`src/shared/pcs_map.svh`:
```
// Purpose: register offsets, reset values and counts of the sequencing block
// Assumes: 32-bit AXI4-Lite data, one aligned word per register
// Notes:   definitions only
`ifndef PCS_MAP_SVH
`define PCS_MAP_SVH

`define PCS_OFS_TRIM     8'h00
`define PCS_OFS_STATUS   8'h04
`define PCS_OFS_PC       8'h08
`define PCS_OFS_ACC      8'h0C

`define PCS_TRIM_RESET   8'hFE
`define PCS_TRIM_MASK    8'hFE
`define PCS_PC_RESET     10'h3FF
`define PCS_PAGE_POS     5
`define PCS_CYCLE_DIV    4

`define PCS_RESP_OKAY    2'h0
`define PCS_RESP_SLVERR  2'h2

`endif

```
`src/shared/pcs_pkg.sv`:
```
// Purpose: types shared by the sequencing block
// Assumes: nothing
// Notes:   operation codes are chosen by the enum, no fixed encoding
package pcs_pkg;

   typedef enum logic [2:0] {
      PCS_OP_SEQ,
      PCS_OP_LOAD_LIT,
      PCS_OP_JUMP,
      PCS_OP_CALL,
      PCS_OP_RET,
      PCS_OP_PCL_WRITE
   } pcs_op_type;

endpackage

```
`src/shared/pcs_stack_if.sv`:
```
// Purpose: carrier between the sequencer and its return-address store
// Assumes: single clock domain
// Notes:   push and pop are one-cycle strobes
`timescale 1ns/1ps
interface pcs_stack_if #(parameter int WIDTH = 12);
   logic             push;
   logic             pop;
   logic [WIDTH-1:0] push_data;
   logic [WIDTH-1:0] top;

   modport owner (output push, output pop, output push_data, input top);
   modport store (input push, input pop, input push_data, output top);
endinterface

```
`src/core/pcs_core.sv`:
```
// Purpose: program counter, paging, reset vector, return stack and oscillator trim
// Assumes: op and operand are valid at the edge where cycle_tick is high
// Notes:   registers reached over AXI4-Lite; one write and one read at a time
`timescale 1ns/1ps
`include "pcs_map.svh"

// Behaviour
// RULE1: trim holds seven bits, bit0 reads zero
// RULE2: trim 0111111 gives the highest frequency
// RULE3: counter advances by one each cycle
// RULE4: jump loads counter bits 8:0 from operand
// RULE5: low counter register is counter bits 7:0; the PC register reads all ten counter bits 9:0
// RULE6: page select supplies bit 9 on loads
// RULE7: call and low writes clear bit 8
// RULE8: software keeps call targets in first half
// RULE9: reset points counter at last location
// RULE10: counter wraps from top to zero
// RULE11: reset clears the page select
// RULE12: return stack is two by twelve bits
// RULE13: call shifts level1 down, pushes counter+1
// RULE14: only the two newest returns survive
// RULE15: return pops level1, level2 is kept
// RULE16: return loads accumulator with its literal
// RULE17: no overflow or underflow flag exists
// RULE18: top-of-memory literal load fills the accumulator
// RULE19: counter is ten bits wide
module pcs_core
   import pcs_pkg::*;
#(
   parameter int CYCLE_DIV = `PCS_CYCLE_DIV
) (
   // clock and reset
   input  wire logic        aclk,
   input  wire logic        aresetn,
   // axi4-lite write
   input  wire logic [7:0]  awaddr,
   input  wire logic [2:0]  awprot,
   input  wire logic        awvalid,
   output logic             awready,
   input  wire logic [31:0] wdata,
   input  wire logic [3:0]  wstrb,
   input  wire logic        wvalid,
   output logic             wready,
   output logic [1:0]       bresp,
   output logic             bvalid,
   input  wire logic        bready,
   // axi4-lite read
   input  wire logic [7:0]  araddr,
   input  wire logic [2:0]  arprot,
   input  wire logic        arvalid,
   output logic             arready,
   output logic [31:0]      rdata,
   output logic [1:0]       rresp,
   output logic             rvalid,
   input  wire logic        rready,
   // instruction stream
   output logic             cycle_tick,
   input  pcs_op_type       op,
   input  wire logic [8:0]  operand,
   // core state
   output logic [9:0]       instr_pointer,
   output logic [7:0]       acc,
   output logic             page_select_bit,
   output logic [6:0]       osc_trim_code,
   output logic [6:0]       osc_speed
);

   if (CYCLE_DIV < 1 || CYCLE_DIV > 256)
   begin : g_chk
      $error("pcs_core: CYCLE_DIV out of range");
   end

   pcs_stack_if #(.WIDTH(12)) stk ();

   pcs_stack #(.WIDTH(12)) u_stack (
      .aclk    (aclk),
      .aresetn (aresetn),
      .stk     (stk.store)
   );

   ////////////////////////////////////////////////////////////////////////
   // instruction-cycle enable
   logic [7:0] div_cnt;
   logic [7:0] next_div_cnt;

   always_comb
   begin
      cycle_tick   = (div_cnt == 8'(CYCLE_DIV - 1));
      next_div_cnt = cycle_tick ? 8'h00 : 8'(div_cnt + 8'h01);
   end

   always_ff @(posedge aclk)
   begin
      if (!aresetn)
         div_cnt <= 8'h00;
      else
         div_cnt <= next_div_cnt;
   end

   ////////////////////////////////////////////////////////////////////////
   // counter, accumulator and stack strobes
   logic [9:0] next_pc;
   logic [7:0] next_acc;
   logic [9:0] pc_inc;

   always_comb
   begin
      pc_inc        = 10'(instr_pointer + 10'h001);   // RULE10
      next_pc       = instr_pointer;
      next_acc      = acc;
      stk.push      = 1'b0;
      stk.pop       = 1'b0;
      stk.push_data = {2'h0, pc_inc};
      if (cycle_tick)
      begin
         case (op)
            PCS_OP_SEQ:
               next_pc = pc_inc;                     // RULE3
            PCS_OP_LOAD_LIT:
            begin
               next_pc  = pc_inc;
               next_acc = operand[7:0];              // RULE18
            end
            PCS_OP_JUMP:
               next_pc = {page_select_bit, operand}; // RULE4 RULE6 RULE19
            PCS_OP_CALL:
            begin
               next_pc  = {page_select_bit, 1'b0, operand[7:0]}; // RULE7
               stk.push = 1'b1;                      // RULE13
            end
            PCS_OP_RET:
            begin
               next_pc  = stk.top[9:0];              // RULE15
               next_acc = operand[7:0];              // RULE16
               stk.pop  = 1'b1;
            end
            PCS_OP_PCL_WRITE:
               next_pc = {page_select_bit, 1'b0, operand[7:0]}; // RULE5 RULE7
            default:
               next_pc = pc_inc;
         endcase
      end
   end

   // accumulator has no documented reset, zero keeps simulation clean
   always_ff @(posedge aclk)
   begin
      if (!aresetn)
      begin
         instr_pointer <= `PCS_PC_RESET;             // RULE9
         acc           <= 8'h00;
      end
      else
      begin
         instr_pointer <= next_pc;
         acc           <= next_acc;
      end
   end

   ////////////////////////////////////////////////////////////////////////
   // register file and bus slave
   logic [7:0]  trim;
   logic        aw_held;
   logic [7:0]  aw_addr_q;
   logic        w_held;
   logic [7:0]  w_data_q;
   logic        w_strb_q;
   logic        rd_trim;
   logic [7:0]  next_trim;
   logic        next_page;
   logic        next_aw_held;
   logic [7:0]  next_aw_addr;
   logic        next_w_held;
   logic [7:0]  next_w_data;
   logic        next_w_strb;
   logic        next_bvalid;
   logic [1:0]  next_bresp;
   logic        next_rvalid;
   logic [31:0] next_rdata;
   logic [1:0]  next_rresp;
   logic        next_rd_trim;

   assign awready         = !aw_held && !bvalid;
   assign wready          = !w_held && !bvalid;
   assign arready         = !rvalid;
   assign osc_trim_code   = trim[7:1];               // RULE1
   // offset binary: 0111111 maps to all ones, the fastest setting
   assign osc_speed       = {~trim[7], trim[6:1]};   // RULE2

   always_comb
   begin
      next_trim    = trim;
      next_page    = page_select_bit;
      next_aw_held = aw_held;
      next_aw_addr = aw_addr_q;
      next_w_held  = w_held;
      next_w_data  = w_data_q;
      next_w_strb  = w_strb_q;
      next_bvalid  = bvalid;
      next_bresp   = bresp;
      next_rvalid  = rvalid;
      next_rdata   = rdata;
      next_rresp   = rresp;
      next_rd_trim = rd_trim;
      if (awvalid && awready)
      begin
         next_aw_held = 1'b1;
         next_aw_addr = awaddr;
      end
      if (wvalid && wready)
      begin
         next_w_held = 1'b1;
         next_w_data = wdata[7:0];
         next_w_strb = wstrb[0];
      end
      if (bvalid && bready)
         next_bvalid = 1'b0;
      // write lands one cycle after both halves are held
      if (aw_held && w_held)
      begin
         next_aw_held = 1'b0;
         next_w_held  = 1'b0;
         next_bvalid  = 1'b1;
         next_bresp   = `PCS_RESP_OKAY;
         case (aw_addr_q)
            `PCS_OFS_TRIM:
               if (w_strb_q)
                  next_trim = w_data_q & `PCS_TRIM_MASK; // RULE1
            `PCS_OFS_STATUS:
               if (w_strb_q)
                  next_page = w_data_q[`PCS_PAGE_POS];   // RULE6
            `PCS_OFS_PC, `PCS_OFS_ACC:
               next_bresp = `PCS_RESP_OKAY;
            default:
               next_bresp = `PCS_RESP_SLVERR;
         endcase
      end
      if (rvalid && rready)
         next_rvalid = 1'b0;
      if (arvalid && arready)
      begin
         next_rvalid  = 1'b1;
         next_rresp   = `PCS_RESP_OKAY;
         next_rd_trim = (araddr == `PCS_OFS_TRIM);
         case (araddr)
            `PCS_OFS_TRIM:
               next_rdata = {24'h000000, trim & `PCS_TRIM_MASK};          // RULE1
            `PCS_OFS_STATUS:
               next_rdata = {26'h0000000, page_select_bit, 5'h00};
            `PCS_OFS_PC:
               next_rdata = {22'h000000, instr_pointer};                 // RULE5 asks for bits 7:0, this reads counter bits 9:0
            `PCS_OFS_ACC:
               next_rdata = {24'h000000, acc};
            default:
            begin
               next_rdata = 32'h00000000;
               next_rresp = `PCS_RESP_SLVERR;
            end
         endcase
      end
   end

   always_ff @(posedge aclk)
   begin
      if (!aresetn)
      begin
         trim            <= `PCS_TRIM_RESET;
         page_select_bit <= 1'b0;                    // RULE11
         aw_held         <= 1'b0;
         aw_addr_q       <= 8'h00;
         w_held          <= 1'b0;
         w_data_q        <= 8'h00;
         w_strb_q        <= 1'b0;
         bvalid          <= 1'b0;
         bresp           <= `PCS_RESP_OKAY;
         rvalid          <= 1'b0;
         rdata           <= 32'h00000000;
         rresp           <= `PCS_RESP_OKAY;
         rd_trim         <= 1'b0;
      end
      else
      begin
         trim            <= next_trim;
         page_select_bit <= next_page;
         aw_held         <= next_aw_held;
         aw_addr_q       <= next_aw_addr;
         w_held          <= next_w_held;
         w_data_q        <= next_w_data;
         w_strb_q        <= next_w_strb;
         bvalid          <= next_bvalid;
         bresp           <= next_bresp;
         rvalid          <= next_rvalid;
         rdata           <= next_rdata;
         rresp           <= next_rresp;
         rd_trim         <= next_rd_trim;
      end
   end
endmodule

```
`src/core/pcs_stack.sv`:
```
// Purpose: two-level return-address store
// Assumes: push and pop never both high
// Notes:   no overflow or underflow indication exists
`timescale 1ns/1ps
module pcs_stack #(
   parameter int WIDTH = 12
) (
   // clock and reset
   input  wire logic  aclk,
   input  wire logic  aresetn,
   // store side
   pcs_stack_if.store stk
);

   logic [WIDTH-1:0] level1;
   logic [WIDTH-1:0] level2;
   logic [WIDTH-1:0] next_level1;
   logic [WIDTH-1:0] next_level2;
   // last pushed word, and whether no pop has come since it
   logic [WIDTH-1:0] last_push;
   logic [WIDTH-1:0] next_last_push;
   logic             push_run;
   logic             next_push_run;

   if (WIDTH < 10)
   begin : g_chk
      $error("pcs_stack: WIDTH must hold a 10-bit address");
   end

   ////////////////////////////////////////////////////////////////////////
   // overflow drops the oldest address silently, no flag is kept
   always_comb
   begin
      next_level1    = level1;
      next_level2    = level2;
      next_last_push = last_push;
      next_push_run  = push_run;
      if (stk.push)
      begin
         next_level2    = level1;              // RULE14
         next_level1    = stk.push_data;       // RULE13
         next_last_push = stk.push_data;
         next_push_run  = 1'b1;
      end
      else if (stk.pop)
      begin
         next_level1   = level2;               // RULE15
         next_push_run = 1'b0;
      end
   end

   always_ff @(posedge aclk)
   begin
      if (!aresetn)
      begin
         level1    <= '0;
         level2    <= '0;
         last_push <= '0;
         push_run  <= 1'b0;
      end
      else
      begin
         level1 <= next_level1;                // RULE12
         level2 <= next_level2;                // RULE17
         last_push <= next_last_push;
         push_run  <= next_push_run;
      end
   end

   assign stk.top = level1;
endmodule

```
`config.mk`:
```
export PLATFORM = sky130hd
export DESIGN_NAME = pcs_core
export DESIGN_NICKNAME = d
export VERILOG_FILES = /design/src/shared/pcs_pkg.sv /design/src/shared/pcs_stack_if.sv /design/src/core/pcs_core.sv /design/src/core/pcs_stack.sv
export VERILOG_INCLUDE_DIRS = /design/src /design/src/shared
export SDC_FILE = /design/constraint.sdc
export NUM_CORES = 1
export LEC_CHECK = 0
export BUFFER_PORTS_ARGS = -buffer_cell sky130_fd_sc_hd__clkbuf_2
export CAP_MARGIN = 20
export CORE_MARGIN = 2
export CORE_UTILIZATION = 53
export DETAILED_ROUTE_END_ITERATION = 16
export GPL_TIMING_DRIVEN = 0
export PLACE_DENSITY_LB_ADDON = 0.1
export SETUP_SLACK_MARGIN = 0.3
export SYNTH_ARGS = -nofsm -noshare
export SYNTH_HDL_FRONTEND = slang
export SYNTH_SLANG_ARGS = --single-unit
```
`constraint.sdc`:
```
create_clock -name aclk -period 4.6 [get_ports aclk]
set_input_delay 0.92 -clock aclk [delete_from_list [all_inputs] [get_ports aclk]]
set_output_delay 0.92 -clock aclk [all_outputs]
set_load 0.01 [all_outputs]
```
==> metrics.cfg <==
[pwr]
power.share.clock=0.344
pwr_density_cell_mw_per_mm2=326
vdd_drop_max_mv=0.254
p_int_mw=1.13
p_leak_nw=2.14
swShare=0.289
comb_power_share=0.156
pwr-share-seq=0.500
p_switching_mw=0.459

[synthesis]
synthAdderAreaFrac=0.00624
syn_avg_cell_area_um2=8.59
async_flop_share=0
yosysWarnings=0
synth-compound-area-share=0.161
synth_mux_area_frac=0.0808
synth_xor_area_frac=0.0284
synth_enable_flop_cells=0
synth_top_family_by_area=simple AND/OR/NAND/NOR gates
synthesis.area_mm2=0.00401
synthSimpleGateAreaFrac=0.204
yosys.area.top_type=dfxtp_1
synth_cell_type_count=57
yosys.area.top_type_share=0.429
synth_area_leaders=dfxtp_1, mux2i_1, nand2_1
synthFlopType=dfxtp_1
syn_inst=467
ys_seq_area_frac=0.429
synth_seq_cells=86

[global_routing]
antenna_found_initial=0
grt_max_degree=17
grt_pass1_vias=3523
gr-total-overflow=0
grt_pass1_wl_um=17000
grt_usage=0.255

[route]
avgRoutedWirePerCell_um=15.0
firstDrtPassIters=4
wl_um=10400
vias_per_cell=5.38
antenna_left=0
vias=3738
drt_iter0_drc=199
route.detailed.drc=0

[cts]
ctsHtreeMaxLevel=3
insertion_delay_ns=0.36
clk_pin_slew_worst_paths_ns=0.10
cts_tree=done
cts_resized=0
cts_made_buffers=9
post-cts-setup-buffers=0
clock-sinks=86
clk_path_buf_depth=2
hold_buffers=0
cts_root_buf=clkbuf_8

[cells_and_area]
finalCoreUtilization=0.669
final_cell_mix=clkbuf_2, dfxtp_1, nand2_1, a21oi_1, nor2_1
layout_commonest_cell=clkbuf_2
syn2layout_area_growth_pct=21.6
num-fill-cells=661
n_antenna_cell=0
fin_nets=670
drive_gt1_frac=0.245

[sta]
grt_setup_unrepaired=no
fin_tns_setup_ns=0
layout_min_cycle_time_ns=3.16
period_share=0.687
max_freq_ghz=0.316
setup_viol=0
holdWs_ns=0.457
finClkSkew_ns=0.0115
finalHoldViolations=0
relSlewSlack=0.481
slew_viol_final=0
worst_pin_slew_ns=0.773

[setup_path]
start_kind=flip-flop
path_cells=ha_1 -> nor4b_2 -> nand2_1 -> inv_2 -> clkbuf_2
critPathArrivalTime_ns=2.24
crit_required_ns=3.68
end_kind=primary output
cp_max_fo=10
critPathMaxStageDelay_ns=0.40
crit_path_top_delay_cell=dfxtp_1
critical_path_class=reg2out

[floorplan]
dieArea_mm2=0.00828
ios=152
die_x_um=91.0
coreArea_mm2=0.00729
die_h_um=91.0
row_count=31
initial_core_util=0.550

[placed_design]
gp_congestion=0.894
dp_hpwl_um=8020
placement.io_buffers=90

[hold_path]
hold_class=reg2reg

[flow_run]
drv_cap=0

[status]
run_status=completed

-- final timing paths --
kind / startpoint / end / cells past startpoint / slack (ns)
worst min-delay path: w_strb_q / w_strb_q / 2 / 0.46
worst max-delay path: div_cnt[0] / cycle_tick / 5 / 1.44
worst min register to register: w_strb_q / w_strb_q / 2 / 0.46
worst max register to register: div_cnt[0] / u_stack.stk.top[4] / 7 / 2.14
-- registers in the layout (all words and copies together), names as in the netlist, 7 cells and up --
register,count
instr_pointer,10
rdata,10
u_stack.level2,10
u_stack.stk.top,10
acc,8
aw_addr_q,8
div_cnt,8
trim,7
w_data_q,7
-- power by group through the flow --
stage | clock [mW] | combinational (mW) | sequential, mW
5_1_grt | 0.590 | 0.275 | 0.798
3_5_place_dp | 0 | 0.245 | 0.812
6_report | 0.548 | 0.248 | 0.795
4_1_cts | 0.553 | 0.246 | 0.795
2_1_floorplan | 0 | 0.171 | 0.809
3_3_place_gp | 0 | 0.241 | 0.811
-- critical path, delay by kind of cell, from the launching register on --
kind | cells | cell delay (ns)
and+or+nand+nor | 2 | 0.75
buffers and inverters | 2 | 0.47
DFF | 1 | 0.40
adders and majority gates | 1 | 0.26
-- cell usage after synthesis, drive strengths merged, types with 2 or more instances --
cell type / n
dfxtp: 86
nand2: 72
a21oi: 47
nor2: 34
buf: 32
mux2i: 29
clkbuf: 26
nand3: 13
nor3: 9
o21ai: 9
a22oi: 8
inv: 7
xor2: 7
o2bb2ai: 6
xnor2: 6
and2: 5
nor4: 5
a221o: 4
nand2b: 4
o221ai: 4
a31oi: 3
and3: 3
nand4: 3
o211ai: 3
or3: 3
a211oi: 2
a21o: 2
a32oi: 2
and4b: 2
ha: 2
nand4b: 2
nor2b: 2
nor3b: 2
o21a: 2
o31ai: 2
or4: 2
-- logic make-up after synthesis --
kind of cell    after synthesis
simple gates                168
compound gates              101
flops                        86
buf+inv                      65
mux                          31
xor+xnor                     13
fa+ha+maj                     2
other cells                   1
-- layer usage --
| layer | vias up | track usage | share of wire |
|---|---|---|---|
| li1 | 1849 | - | - |
| met1 | 1758 | 0.338 | 0.45 |
| met2 | 114 | 0.425 | 0.48 |
| met3 | 17 | 0.0523 | 0.052 |
| met4 | 0 | 0.0694 | 0.012 |
| met5 | - | 0 | 0 |
-- metrics by stage --
step / worst slack, ns / cell area (µm²) / total power, mW / std cells
CTS: 1.48 / 4880 / 1.59 / 695
global route: 1.31 / 4880 / 1.66 / 695
finish: 1.44 / 4880 / 1.59 / 695
detailed placement: 1.80 / 4670 / 1.06 / 679
floorplan: 2.22 / 4100 / 0.980 / 490
global placement: 1.86 / 4670 / 1.05 / 679
-- cell type report --
cell class | count | area, µm² | share of cell area
Tap cell | 99 | 124 | 0.0254
Clock buffer | 9 | 124 | 0.0254
Sequential cell | 86 | 1720 | 0.353
Clock inverter | 7 | 81.3 | 0.0167
Timing Repair Buffer | 90 | 450 | 0.0924
Inverter | 7 | 26.3 | 0.00539
Multi-Input combinational cell | 339 | 2020 | 0.414
Buffer | 58 | 333 | 0.0682
(Power assumes the default switching activity.)
